<file path="src/logic/pts_consts.vh">
// Purpose: Shared constants for the PCI target and configuration space block
// Assumes: Offsets are configuration byte offsets; bit positions are within a dword
// Notes:   Identity values are parameters
`ifndef PTS_CONSTS_VH
`define PTS_CONSTS_VH

// ==========================================================================
// Bus command codes
`define PTS_CMD_MEM_READ 4'h6
`define PTS_CMD_MEM_WRITE 4'h7
`define PTS_CMD_CFG_READ 4'hA
`define PTS_CMD_CFG_WRITE 4'hB
`define PTS_CMD_MEM_READ_MULT 4'hC
`define PTS_CMD_MEM_READ_LINE 4'hE
`define PTS_CMD_MEM_WRITE_INV 4'hF

// ==========================================================================
// Configuration offsets
`define PTS_OFS_IDENT 8'h00
`define PTS_OFS_STATUS_COMMAND 8'h04
`define PTS_OFS_CLASS_REV 8'h08
`define PTS_OFS_SELFTEST_HDR_LAT 8'h0C
`define PTS_OFS_BAR0 8'h10
`define PTS_OFS_BAR1 8'h14
`define PTS_OFS_SUBSYS_VIEW 8'h2C
`define PTS_OFS_UNLOCK 8'hE0
`define PTS_OFS_SUBSYS_LOAD 8'hFC

// ==========================================================================
// Field positions and fixed values
`define PTS_BIT_CMD_MEM_EN 1
`define PTS_BIT_CMD_BM_EN 2
`define PTS_BIT_STAT_DEVSEL_LO 25
`define PTS_BIT_STAT_RX_TABORT 28
`define PTS_BIT_STAT_RX_MABORT 29
`define PTS_BIT_LAT_LO 11
`define PTS_BAR0_LSB 12
`define PTS_BAR1_LSB 16
`define PTS_DEVSEL_MEDIUM 2'h1
`define PTS_CLASS_CODE 24'h040100
`define PTS_UNLOCK_KEY 16'h4281

// ==========================================================================
// Reset values and timing counts
`define PTS_RST_LATENCY 5'h00
`define PTS_RST_SUBSYS 32'h00000000
`define PTS_RST_UNLOCK 16'h0000
`define PTS_MABORT_CYCLES 3'h5

`endif

</file>
<file path="src/logic/pts_cfg_regs.v">
// Purpose: Type 0 configuration header storage and read mux
// Assumes: One write per data phase, active-low byte enables
// Notes:   Read data is combinational
`timescale 1ns/1ps
`include "pts_consts.vh"

module pts_cfg_regs #(
  parameter [15:0] DEVICE_IDENT = 16'h0ABC, // Arbitrary value
  parameter [15:0] VENDOR_IDENT = 16'h0DEF, // Arbitrary value
  parameter [7:0] REVISION = 8'h0A // Arbitrary value
) (
  input wire clock,
  input wire reset_n,
  input wire wr,
  input wire [7:2] addr,
  input wire [3:0] be_n,
  input wire [31:0] wdata,
  output reg [31:0] rdata,
  input wire rx_tabort,
  input wire rx_mabort,
  input wire ee_load,
  input wire [31:0] ee_ids,
  output reg mem_en,
  output reg bm_en,
  output reg [31:12] bar0,
  output reg [31:16] bar1
);

  reg st_tabort;
  reg st_mabort;
  reg [4:0] latency;
  reg [15:0] unlock_key;
  reg [31:0] subsys;
  wire unlocked;
  wire [31:0] wm;

  // Byte-lane merge of new data into the current dword
  function [31:0] merge;
    input [31:0] old;
    input [31:0] nw;
    input [3:0] ben;
    integer i;
    begin
      for (i = 0; i < 4; i = i + 1) begin
        merge[i*8 +: 8] = ben[i] ? old[i*8 +: 8] : nw[i*8 +: 8];
      end
    end
  endfunction

  assign unlocked = (unlock_key == `PTS_UNLOCK_KEY);
  assign wm = merge(rdata, wdata, be_n);

  // ==========================================================================
  // Read mux
  always @* begin
    rdata = 32'h00000000;
    case ({addr, 2'b00})
      `PTS_OFS_IDENT: rdata = {DEVICE_IDENT, VENDOR_IDENT};
      `PTS_OFS_STATUS_COMMAND: begin
        rdata[`PTS_BIT_STAT_DEVSEL_LO +: 2] = `PTS_DEVSEL_MEDIUM;
        rdata[`PTS_BIT_STAT_RX_TABORT] = st_tabort;
        rdata[`PTS_BIT_STAT_RX_MABORT] = st_mabort;
        rdata[`PTS_BIT_CMD_MEM_EN] = mem_en;
        rdata[`PTS_BIT_CMD_BM_EN] = bm_en;
      end
      `PTS_OFS_CLASS_REV: rdata = {`PTS_CLASS_CODE, REVISION};
      `PTS_OFS_SELFTEST_HDR_LAT: rdata[`PTS_BIT_LAT_LO +: 5] = latency;
      `PTS_OFS_BAR0: rdata[31:12] = bar0;
      `PTS_OFS_BAR1: rdata[31:16] = bar1;
      `PTS_OFS_SUBSYS_VIEW: rdata = subsys;
      `PTS_OFS_UNLOCK: rdata[15:0] = unlock_key;
      `PTS_OFS_SUBSYS_LOAD: rdata = subsys;
      default: rdata = 32'h00000000;
    endcase
  end

  // ==========================================================================
  // Writable fields, abort flags set wins over write-one clear
  always @(posedge clock or negedge reset_n) begin
    if (!reset_n) begin
      mem_en <= 1'b0;
      bm_en <= 1'b0;
      st_tabort <= 1'b0;
      st_mabort <= 1'b0;
      latency <= `PTS_RST_LATENCY;
      bar0 <= 20'h00000;
      bar1 <= 16'h0000;
      unlock_key <= `PTS_RST_UNLOCK;
      subsys <= `PTS_RST_SUBSYS;
    end else begin
      st_tabort <= rx_tabort | (st_tabort &
        ~(wr && {addr, 2'b00} == `PTS_OFS_STATUS_COMMAND && !be_n[3] &&
          wdata[`PTS_BIT_STAT_RX_TABORT]));
      st_mabort <= rx_mabort | (st_mabort &
        ~(wr && {addr, 2'b00} == `PTS_OFS_STATUS_COMMAND && !be_n[3] &&
          wdata[`PTS_BIT_STAT_RX_MABORT]));
      if (ee_load) begin
        subsys <= ee_ids;
      end else if (wr && {addr, 2'b00} == `PTS_OFS_SUBSYS_LOAD && unlocked) begin
        subsys <= wm;
      end
      if (wr) begin
        case ({addr, 2'b00})
          `PTS_OFS_STATUS_COMMAND: begin
            mem_en <= wm[`PTS_BIT_CMD_MEM_EN];
            bm_en <= wm[`PTS_BIT_CMD_BM_EN];
          end
          `PTS_OFS_SELFTEST_HDR_LAT: latency <= wm[`PTS_BIT_LAT_LO +: 5];
          `PTS_OFS_BAR0: bar0 <= wm[31:12];
          `PTS_OFS_BAR1: bar1 <= wm[31:16];
          `PTS_OFS_UNLOCK: unlock_key <= wm[15:0];
          default: ;
        endcase
      end
    end
  end

endmodule

</file>
<file path="src/logic/pts_pci_target.v">
// Purpose: PCI target and single-phase DMA master with type 0 configuration space
// Assumes: Pins synchronous to clock; window reads answer
//          one cycle after the strobe
// Notes:   One data phase per access, then disconnect
//
// What this block does
// - Claims memory read, memory write, config read and write; aliases map onto them.
// - Never claims I/O, interrupt acknowledge, special cycle or dual address cycles.
// - As DMA master issues only plain memory read and memory write.
// - Never ends a targeted transaction with target abort.
// - Config accesses honour byte, word and dword byte enables.
// - Disconnects after the first data phase of every targeted access.
// - Standard header at 00h-44h; E0h unlock register always writable; E4h-FFh read-only by default.
// - E4h-FFh writable only while unlock register holds 4281h.
// - Subsystem_ident_load load from EEPROM or FCh write; shown at 2Ch.
// - Subsystem_ident_view fields read zero until loaded.
// - Device-select timing field is read-only medium.
// - Class code reads multimedia audio, interface zero.
// - Latency timer: upper five bits writable, reset zero, low three read zero.
// - Header type and self-test bytes read zero.
// - Device and vendor identifiers read-only at offset 00h.
// - First base register decodes 4 KB register window, bits 31-12 writable.
// - Second base register decodes 64 KB memory window, bits 31-16 writable.
`timescale 1ns/1ps
`include "pts_consts.vh"

module pts_pci_target (
  input wire clock,
  input wire reset_n,
  input wire [31:0] ad_in,
  output reg [31:0] ad_out,
  output reg ad_oe,
  input wire [3:0] cbe_n_in,
  output reg [3:0] cbe_n_out,
  output reg cbe_oe,
  output reg par_out,
  output reg par_oe,
  input wire frame_n_in,
  output reg frame_n_out,
  output reg frame_oe,
  input wire irdy_n_in,
  output reg irdy_n_out,
  output reg irdy_oe,
  input wire trdy_n_in,
  output reg trdy_n_out,
  output reg trdy_oe,
  input wire devsel_n_in,
  output reg devsel_n_out,
  output reg devsel_oe,
  input wire stop_n_in,
  output reg stop_n_out,
  output reg stop_oe,
  input wire idsel,
  output reg req_n,
  input wire gnt_n,
  input wire ee_load,
  input wire [31:0] ee_subsys_ids,
  output reg win_rd,
  output reg win_wr,
  output reg win_sel,
  output reg [15:2] win_addr,
  output reg [31:0] win_wdata,
  input wire [31:0] win_rdata,
  input wire dma_start,
  input wire dma_write,
  input wire [31:2] dma_addr,
  input wire [31:0] dma_wdata,
  output reg dma_busy,
  output reg dma_done,
  output reg dma_error,
  output reg [31:0] dma_rdata
);

  // Target states
  localparam [2:0] T_IDLE = 3'h0;
  localparam [2:0] T_DECODE = 3'h1;
  localparam [2:0] T_DEVSEL = 3'h2;
  localparam [2:0] T_DATA = 3'h3;
  localparam [2:0] T_STOP = 3'h4;
  localparam [2:0] T_TURN = 3'h5;
  // Master states
  localparam [2:0] M_IDLE = 3'h0;
  localparam [2:0] M_REQ = 3'h1;
  localparam [2:0] M_ADDR = 3'h2;
  localparam [2:0] M_DATA = 3'h3;
  localparam [2:0] M_TURN = 3'h4;

  reg [2:0] t_state;
  reg [2:0] m_state;
  reg bus_idle;
  reg t_write;
  reg t_cfg;
  reg [7:2] t_cfg_addr;
  reg m_write;
  reg [31:2] m_addr;
  reg [31:0] m_wdata;
  reg m_retry;
  reg [2:0] m_wait;
  reg rx_tabort;
  reg rx_mabort;
  wire [31:0] cfg_rdata;
  wire cfg_wr;
  wire mem_en;
  wire bm_en;
  wire [31:12] bar0;
  wire [31:16] bar1;
  wire addr_phase;
  wire [3:0] cmd;
  wire hit_reg;
  wire hit_mem;
  wire hit_cfg;
  wire claim;
  wire target_free;
  wire t_done;

  // Memory read family, aliases folded in
  function is_mem_read;
    input [3:0] c;
    begin
      is_mem_read = (c == `PTS_CMD_MEM_READ) || (c == `PTS_CMD_MEM_READ_MULT) ||
        (c == `PTS_CMD_MEM_READ_LINE);
    end
  endfunction

  // Memory write family, aliases folded in
  function is_mem_write;
    input [3:0] c;
    begin
      is_mem_write = (c == `PTS_CMD_MEM_WRITE) || (c == `PTS_CMD_MEM_WRITE_INV);
    end
  endfunction

  // ==========================================================================
  // Configuration header
  pts_cfg_regs u_cfg (
    .clock(clock),
    .reset_n(reset_n),
    .wr(cfg_wr),
    .addr(t_cfg_addr),
    .be_n(cbe_n_in),
    .wdata(ad_in),
    .rdata(cfg_rdata),
    .rx_tabort(rx_tabort),
    .rx_mabort(rx_mabort),
    .ee_load(ee_load),
    .ee_ids(ee_subsys_ids),
    .mem_en(mem_en),
    .bm_en(bm_en),
    .bar0(bar0),
    .bar1(bar1)
  );

  // ==========================================================================
  // Address phase decode
  assign addr_phase = !frame_n_in && bus_idle;
  assign cmd = cbe_n_in;
  // Target ignores its own master cycles
  assign target_free = (t_state == T_IDLE) && (m_state == M_IDLE || m_state == M_REQ);
  assign hit_reg = mem_en && (ad_in[31:12] == bar0);
  assign hit_mem = mem_en && (ad_in[31:16] == bar1);
  assign hit_cfg = idsel && ad_in[1:0] == 2'b00 &&
    (cmd == `PTS_CMD_CFG_READ || cmd == `PTS_CMD_CFG_WRITE);
  // Other command codes fall through unclaimed
  assign claim = addr_phase && target_free && (hit_cfg ||
    ((is_mem_read(cmd) || is_mem_write(cmd)) && (hit_reg || hit_mem)));
  assign t_done = (t_state == T_DATA) && !irdy_n_in;
  // Locked protected offsets still complete, the storage ignores them
  assign cfg_wr = t_done && t_cfg && t_write;

  // ==========================================================================
  // Pin drivers: one process, one driver per pin
  always @(posedge clock or negedge reset_n) begin
    if (!reset_n) begin
      ad_out <= 32'h00000000;
      ad_oe <= 1'b0;
      cbe_n_out <= 4'hF;
      cbe_oe <= 1'b0;
      par_out <= 1'b0;
      par_oe <= 1'b0;
      frame_n_out <= 1'b1;
      frame_oe <= 1'b0;
      irdy_n_out <= 1'b1;
      irdy_oe <= 1'b0;
      trdy_n_out <= 1'b1;
      trdy_oe <= 1'b0;
      devsel_n_out <= 1'b1;
      devsel_oe <= 1'b0;
      stop_n_out <= 1'b1;
      stop_oe <= 1'b0;
      req_n <= 1'b1;
      bus_idle <= 1'b1;
      t_state <= T_IDLE;
      m_state <= M_IDLE;
      t_write <= 1'b0;
      t_cfg <= 1'b0;
      t_cfg_addr <= 6'h00;
      m_write <= 1'b0;
      m_addr <= 30'h00000000;
      m_wdata <= 32'h00000000;
      m_retry <= 1'b0;
      m_wait <= 3'h0;
      rx_tabort <= 1'b0;
      rx_mabort <= 1'b0;
      win_rd <= 1'b0;
      win_wr <= 1'b0;
      win_sel <= 1'b0;
      win_addr <= 14'h0000;
      win_wdata <= 32'h00000000;
      dma_busy <= 1'b0;
      dma_done <= 1'b0;
      dma_error <= 1'b0;
      dma_rdata <= 32'h00000000;
    end else begin
      bus_idle <= frame_n_in && irdy_n_in;
      win_rd <= 1'b0;
      win_wr <= 1'b0;
      dma_done <= 1'b0;
      rx_tabort <= 1'b0;
      rx_mabort <= 1'b0;
      // Parity trails the driven address or data by one cycle
      par_oe <= ad_oe;
      par_out <= ^{ad_out, (cbe_oe ? cbe_n_out : cbe_n_in)};

      // Target side
      case (t_state)
        T_IDLE: begin
          if (claim) begin
            t_write <= is_mem_write(cmd) || cmd == `PTS_CMD_CFG_WRITE;
            t_cfg <= hit_cfg;
            t_cfg_addr <= ad_in[7:2];
            win_sel <= !hit_cfg && !hit_reg;
            win_addr <= hit_reg ? {4'h0, ad_in[11:2]} : ad_in[15:2];
            win_rd <= !hit_cfg && is_mem_read(cmd);
            t_state <= T_DECODE;
          end
        end
        T_DECODE: begin
          // Medium decode timing
          devsel_n_out <= 1'b0;
          devsel_oe <= 1'b1;
          trdy_oe <= 1'b1;
          stop_oe <= 1'b1;
          ad_oe <= !t_write;
          t_state <= T_DEVSEL;
        end
        T_DEVSEL: begin
          // Ready with stop: disconnect
          trdy_n_out <= 1'b0;
          stop_n_out <= 1'b0;
          ad_out <= t_cfg ? cfg_rdata : win_rdata;
          t_state <= T_DATA;
        end
        T_DATA: begin
          if (!irdy_n_in) begin
            trdy_n_out <= 1'b1;
            ad_oe <= 1'b0;
            win_wr <= t_write && !t_cfg;
            win_wdata <= ad_in;
            if (!frame_n_in) begin
              t_state <= T_STOP;
            end else begin
              devsel_n_out <= 1'b1;
              stop_n_out <= 1'b1;
              t_state <= T_TURN;
            end
          end
        end
        T_STOP: begin
          // Hold stop until the master ends the frame; never a target abort
          if (frame_n_in) begin
            devsel_n_out <= 1'b1;
            stop_n_out <= 1'b1;
            t_state <= T_TURN;
          end
        end
        T_TURN: begin
          devsel_oe <= 1'b0;
          trdy_oe <= 1'b0;
          stop_oe <= 1'b0;
          t_state <= T_IDLE;
        end
        default: t_state <= T_IDLE;
      endcase

      // Master side
      case (m_state)
        M_IDLE: begin
          if (dma_start && bm_en) begin
            m_write <= dma_write;
            m_addr <= dma_addr;
            m_wdata <= dma_wdata;
            dma_busy <= 1'b1;
            dma_error <= 1'b0;
            req_n <= 1'b0;
            m_state <= M_REQ;
          end
        end
        M_REQ: begin
          if (!gnt_n && frame_n_in && irdy_n_in && t_state == T_IDLE) begin
            req_n <= 1'b1;
            frame_n_out <= 1'b0;
            frame_oe <= 1'b1;
            irdy_oe <= 1'b1;
            ad_out <= {m_addr, 2'b00};
            ad_oe <= 1'b1;
            cbe_n_out <= m_write ? `PTS_CMD_MEM_WRITE : `PTS_CMD_MEM_READ;
            cbe_oe <= 1'b1;
            m_state <= M_ADDR;
          end
        end
        M_ADDR: begin
          // Single data phase: frame drops as ready rises
          frame_n_out <= 1'b1;
          irdy_n_out <= 1'b0;
          cbe_n_out <= 4'h0;
          ad_out <= m_wdata;
          ad_oe <= m_write;
          m_wait <= 3'h0;
          m_state <= M_DATA;
        end
        M_DATA: begin
          m_wait <= m_wait + 3'h1;
          if (!devsel_n_in && !trdy_n_in) begin
            dma_rdata <= ad_in;
            dma_done <= 1'b1;
            m_retry <= 1'b0;
          end else if (!devsel_n_in && !stop_n_in) begin
            m_retry <= 1'b1;
          end else if (devsel_n_in && !stop_n_in && m_wait != 3'h0) begin
            rx_tabort <= 1'b1;
            dma_error <= 1'b1;
            dma_done <= 1'b1;
            m_retry <= 1'b0;
          end else if (devsel_n_in && m_wait == `PTS_MABORT_CYCLES) begin
            rx_mabort <= 1'b1;
            dma_error <= 1'b1;
            dma_done <= 1'b1;
            m_retry <= 1'b0;
          end
          if ((!devsel_n_in && (!trdy_n_in || !stop_n_in)) ||
              (devsel_n_in && !stop_n_in && m_wait != 3'h0) ||
              (devsel_n_in && m_wait == `PTS_MABORT_CYCLES)) begin
            irdy_n_out <= 1'b1;
            ad_oe <= 1'b0;
            cbe_oe <= 1'b0;
            cbe_n_out <= 4'hF;
            frame_oe <= 1'b0;
            m_state <= M_TURN;
          end
        end
        M_TURN: begin
          irdy_oe <= 1'b0;
          if (m_retry) begin
            req_n <= 1'b0;
            m_state <= M_REQ;
          end else begin
            dma_busy <= 1'b0;
            m_state <= M_IDLE;
          end
        end
        default: m_state <= M_IDLE;
      endcase
    end
  end

endmodule

</file>
<file path="config.mk">
export PLATFORM = sky130hd
export DESIGN_NAME = pts_pci_target
export DESIGN_NICKNAME = d
export VERILOG_FILES = /design/src/logic/pts_cfg_regs.v /design/src/logic/pts_pci_target.v
export VERILOG_INCLUDE_DIRS = /design/src /design/src/logic
export SDC_FILE = /design/constraint.sdc
export NUM_CORES = 1
export LEC_CHECK = 0
export CAP_MARGIN = 20
export CORE_MARGIN = 2
export CORE_UTILIZATION = 58
export CTS_CLUSTER_DIAMETER = 50
export DETAILED_ROUTE_END_ITERATION = 12
export DONT_BUFFER_PORTS = 1
export GPL_TIMING_DRIVEN = 0
export PLACE_DENSITY = 0.76
export SETUP_SLACK_MARGIN = 0.5
export SLEW_MARGIN = 10
export SYNTH_ARGS = -nofsm -noshare
export SYNTH_HDL_FRONTEND = slang
export SYNTH_SLANG_ARGS = --single-unit
</file>
<file path="constraint.sdc">
create_clock -name clock -period 2.3 [get_ports clock]
set_input_delay 0.345 -clock clock [delete_from_list [all_inputs] [get_ports clock]]
set_output_delay 0.345 -clock clock [all_outputs]
set_load 0.1 [all_outputs]
</file>
==> run summary <==
The smallest setup slack after layout was -0.391 ns. The logs give 0.956 for the weighted congestion reported at the end of routability-driven placement and 2 for the number of H-tree levels. For this block, the routed nets add up to 56.6 mm of wire.

The total area inside the core boundary comes to 24,200 um2. In this run, the number of DRC markers left after iteration 0 of detailed routing was 1,877. The post-cts hold buffer count is 121. For this design the ratio of total power to cell area is 1320 nW/um2. Yosys attributes the largest share of cell area to dfrtp_1, mux2_2, o21ai_0, a21oi_1, nand2_1.

The logs give 67 for the count of different cell masters after synthesis and 3.13 ns for the arrival time of the worst setup path. Setup slack on the worst reg-to-reg path comes out at -0.39 ns. The area of the mapped netlist was 14,300 um2; the routed via count was 13,200. Between clock sinks in the finished design, the worst skew comes to 0.0304 ns. The number of vias per cell works out to 6.77. The synthesis-stage register bit count is 302, and the async set-or-reset flop fraction in the synthesized netlist is 1.00. Ranked by instance count, the synthesized netlist is headed by dfrtp_1, nand2_1, mux2_2. The I/O pin total was 309; the maximum VDD drop was 1.24 mV. Across the run, the number of max-cap violations was 0. The number of cells on the worst reg-to-reg path is 9. Tightest slew margin relative to the limit: 0.241.

Summed over all instances, the cell type with the most area after synthesis is dfrtp_1. The count of nets left with antenna violations once routing finished came out at 0. The final critical-path required period is 2.69 ns, and the die span in y is 161 um. For the standby leakage power, the log shows 0.00888 uW. The number of buffers inserted during clock tree synthesis was 36.

The die width was 161 um. Area share of the largest cell type after synthesis: 0.511. The most frequent cell after synthesis is dfrtp_1.

The class of the tightest hold or removal check was in2async. The sequential area share after synthesis is 0.529. Timing would allow up to 372 MHz.

The final hold slack is -0.463 ns, and the count of buffers inserted at the top-level ports is 0. The net count of the finished layout is 1,764. The finished layout holds 1,945 standard cells, fillers aside.

For the first-pass GRT wire length, the log shows 79.9 mm. The element type at the critical path start was a flop. The run gives 0.54 ns as the clock insertion delay at the later pin of the skew report.

The total number of yosys warnings is 0, and the cell row count is 57. The number of antenna violations at the first check in global routing was 6. Entering global routing, the biggest net connects 303 pins. The endpoint identified for the worst register-to-register timing path is ad_out[19]. Along the worst path, the maximum fanout reaches 8. The tools report the root buffer selected by CTS as clkbuf_16. Before CTS, the worst setup slack after placement is -0.528 ns.

At the pin with the least slew margin, the transition time is 1.14 ns. Total global-route track usage: 0.406. Dividing the detail-routed wire length by the instance count gives 29.1 um.

TritonCTS built the clock tree. The synthesized area divided by synthesized cell count is 10.8 um2. For this run, design rule violations remaining after detail routing come to 0. No sink is reached through more buffers than the 3 on the longest clock path. The run gives 13,400 as the via count of the first global-routing pass. The tools report the element type at the critical path end as a flop. Setup repair after global routing could not meet its margin everywhere. In the synthesized netlist, the number of instances is 1,328. The clock-pin transition on the worst setup and hold timing paths was 0.07 ns. Data on the critical path is required at its endpoint by 2.74 ns. Once placement completed, the tool counted placed cells totaling 1,652. In this run, synthesis inferred 0 flip-flops with an integrated enable. The synthesized net count is 1,505, and the number of detailed-route iterations in the first pass is 7. The tools report the launch point of the worst reg-to-reg path as win_addr[4]. Setup violations remaining at the end of the flow were counted as 140. The relative area change from synthesis to final layout came out at 43.2%.

The final number of max-transition violations is 0. The initial core utilization is 0.590, and the total die area is 25,900 um2. The final clock period utilization by the worst path works out to 1.17. The critical path is of the reg2reg type. For this run, the leading register cell type out of synthesis is dfrtp_1. Detailed placement ended at an HPWL of 32.5 mm. Global routing finished with a remaining overflow of 0.

The share of final-layout standard cells stronger than drive strength 1 works out to 0.440. The run finished, with violations left. For the final routed database, the setup TNS stands at -19.21 ns. The final number of hold-violating endpoints was 303. The final reports fail on hold timing, setup timing. The run gives 302 as the number of clock sinks.
[final cells by class]
| cell class | instances | area (um2) |
|---|---|---|
| antenna | 7 | 17.5 |
| clock inverter | 15 | 216 |
| timing repair buffer | 221 | 2310 |
| fill | 1137 | 3760 |
| clock buffer | 50 | 1080 |
| sequential | 302 | 7780 |
| inverter | 15 | 56.3 |
| multi-input combinational | 922 | 7730 |
| tap | 324 | 405 |
| buffer | 89 | 903 |
[sequential cells by signal (all words and copies together) (netlist names), 5 cells and up]
| signal | count |
|---|---|
| m_addr | 30 |
| win_addr | 14 |
| u_cfg.subsys | 32 |
| dma_rdata | 32 |
| u_cfg.unlock_key | 16 |
| ad_out | 32 |
| u_cfg.bar1 | 16 |
| m_wdata | 32 |
| win_wdata | 32 |
| u_cfg.latency | 5 |
| u_cfg.bar0 | 20 |
[layout by cell type, fill, tap and decap left out, types with 10 or more instances in the layout]
| master | instances |
|---|---|
| dlygate4sd3_1 | 121 |
| o21ai_0 | 34 |
| clkbuf_16 | 49 |
| a222oi_1 | 19 |
| a21oi_4 | 21 |
| xnor2_1 | 46 |
| a22oi_1 | 13 |
| a221oi_4 | 11 |
| a21oi_1 | 61 |
| dfrtp_4 | 27 |
| nand2_1 | 143 |
| o21ai_1 | 66 |
| nand2_2 | 14 |
| buf_6 | 38 |
| xor2_1 | 14 |
| dfrtp_2 | 85 |
| clkbuf_1 | 29 |
| buf_4 | 60 |
| nor2b_1 | 25 |
| mux2i_1 | 10 |
| clkbuf_8 | 17 |
| inv_1 | 15 |
| mux2_4 | 41 |
| buf_12 | 15 |
| nor2_1 | 38 |
| mux2_2 | 126 |
| dfrtp_1 | 180 |
| a21oi_2 | 45 |
| o21ai_2 | 28 |
[timing repair]
| action | 4_1_cts | 5_1_grt |
|---|---|---|
| gates cloned | 9 | 4 |
| hold endpoints to repair | 468 | 302 |
| resized for setup | 229 | 182 |
| pin swaps | 85 | 62 |
| buffers inserted | 67 | 20 |
| endpoints found under the setup margin | 315 | 293 |
[power by group]
part,leakage [uW],switching (uW),internal [uW]
clock,0.000618,2430,3760
sequential,0.00375,7470,6560
combinational,0.00451,3560,3340
[per-layer routing]
metal / part of all wire / up-vias / global-route usage
li1: - / 5285 / -
met1: 0.35 / 6530 / 0.502
met2: 0.46 / 1046 / 0.638
met3: 0.12 / 307 / 0.130
met4: 0.069 / 4 / 0.223
met5: 0.00060 / - / 0
[cells by family (layout without fill, tap and decap cells)]
logic type | after synthesis | after routing | share of synthesized area
xor gates and xnor gates | 72 | 72 | 0.0446
adders and majority gates | 3 | 3 | 0.00262
DFF | 302 | 302 | 0.529
muxes | 177 | 177 | 0.140
AOI/OAI and AO/OA | 350 | 350 | 0.146
and+or+nand+nor | 320 | 320 | 0.106
buffers and inverters | 104 | 390 | 0.0318
other | 0 | 7 | 0
[how the worst max path moves through the flow]
stage	startpoint	endpoint	slack [ns]	cells after the start
floorplan	u_cfg.bar0[27]	win_addr[10]	-0.03	8
CTS	u_cfg.bar0[15]	win_addr[10]	-0.14	8
detailed placement	cbe_n_in[1]	win_addr[9]	-0.53	8
global placement	u_cfg.bar0[27]	win_addr[11]	-0.50	8
finish	win_addr[4]	ad_out[19]	-0.39	9
global route	win_addr[4]	ad_out[19]	-0.36	9
[per-stage QoR]
step	utilization	power [uW]	instance area [um2]
detailed placement	0.641	18400	15500
CTS	0.809	25700	19600
global route	0.845	27700	20500
global placement	0.641	18200	15500
finish	0.845	27100	20500
floorplan	-	17400	15100
[critical path: stages (launching register included)]
cell	delay, ns
dfrtp_4	0.63
buf_8	0.21
or3_4	0.35
a21oi_4	0.26
bufbuf_16	0.34
a221o_1	0.20
a21oi_4	0.08
nand2_1	0.23
o21ai_1	0.14
o21ai_1	0.16
No activity file was read; power rests on OpenSTA's default activity.
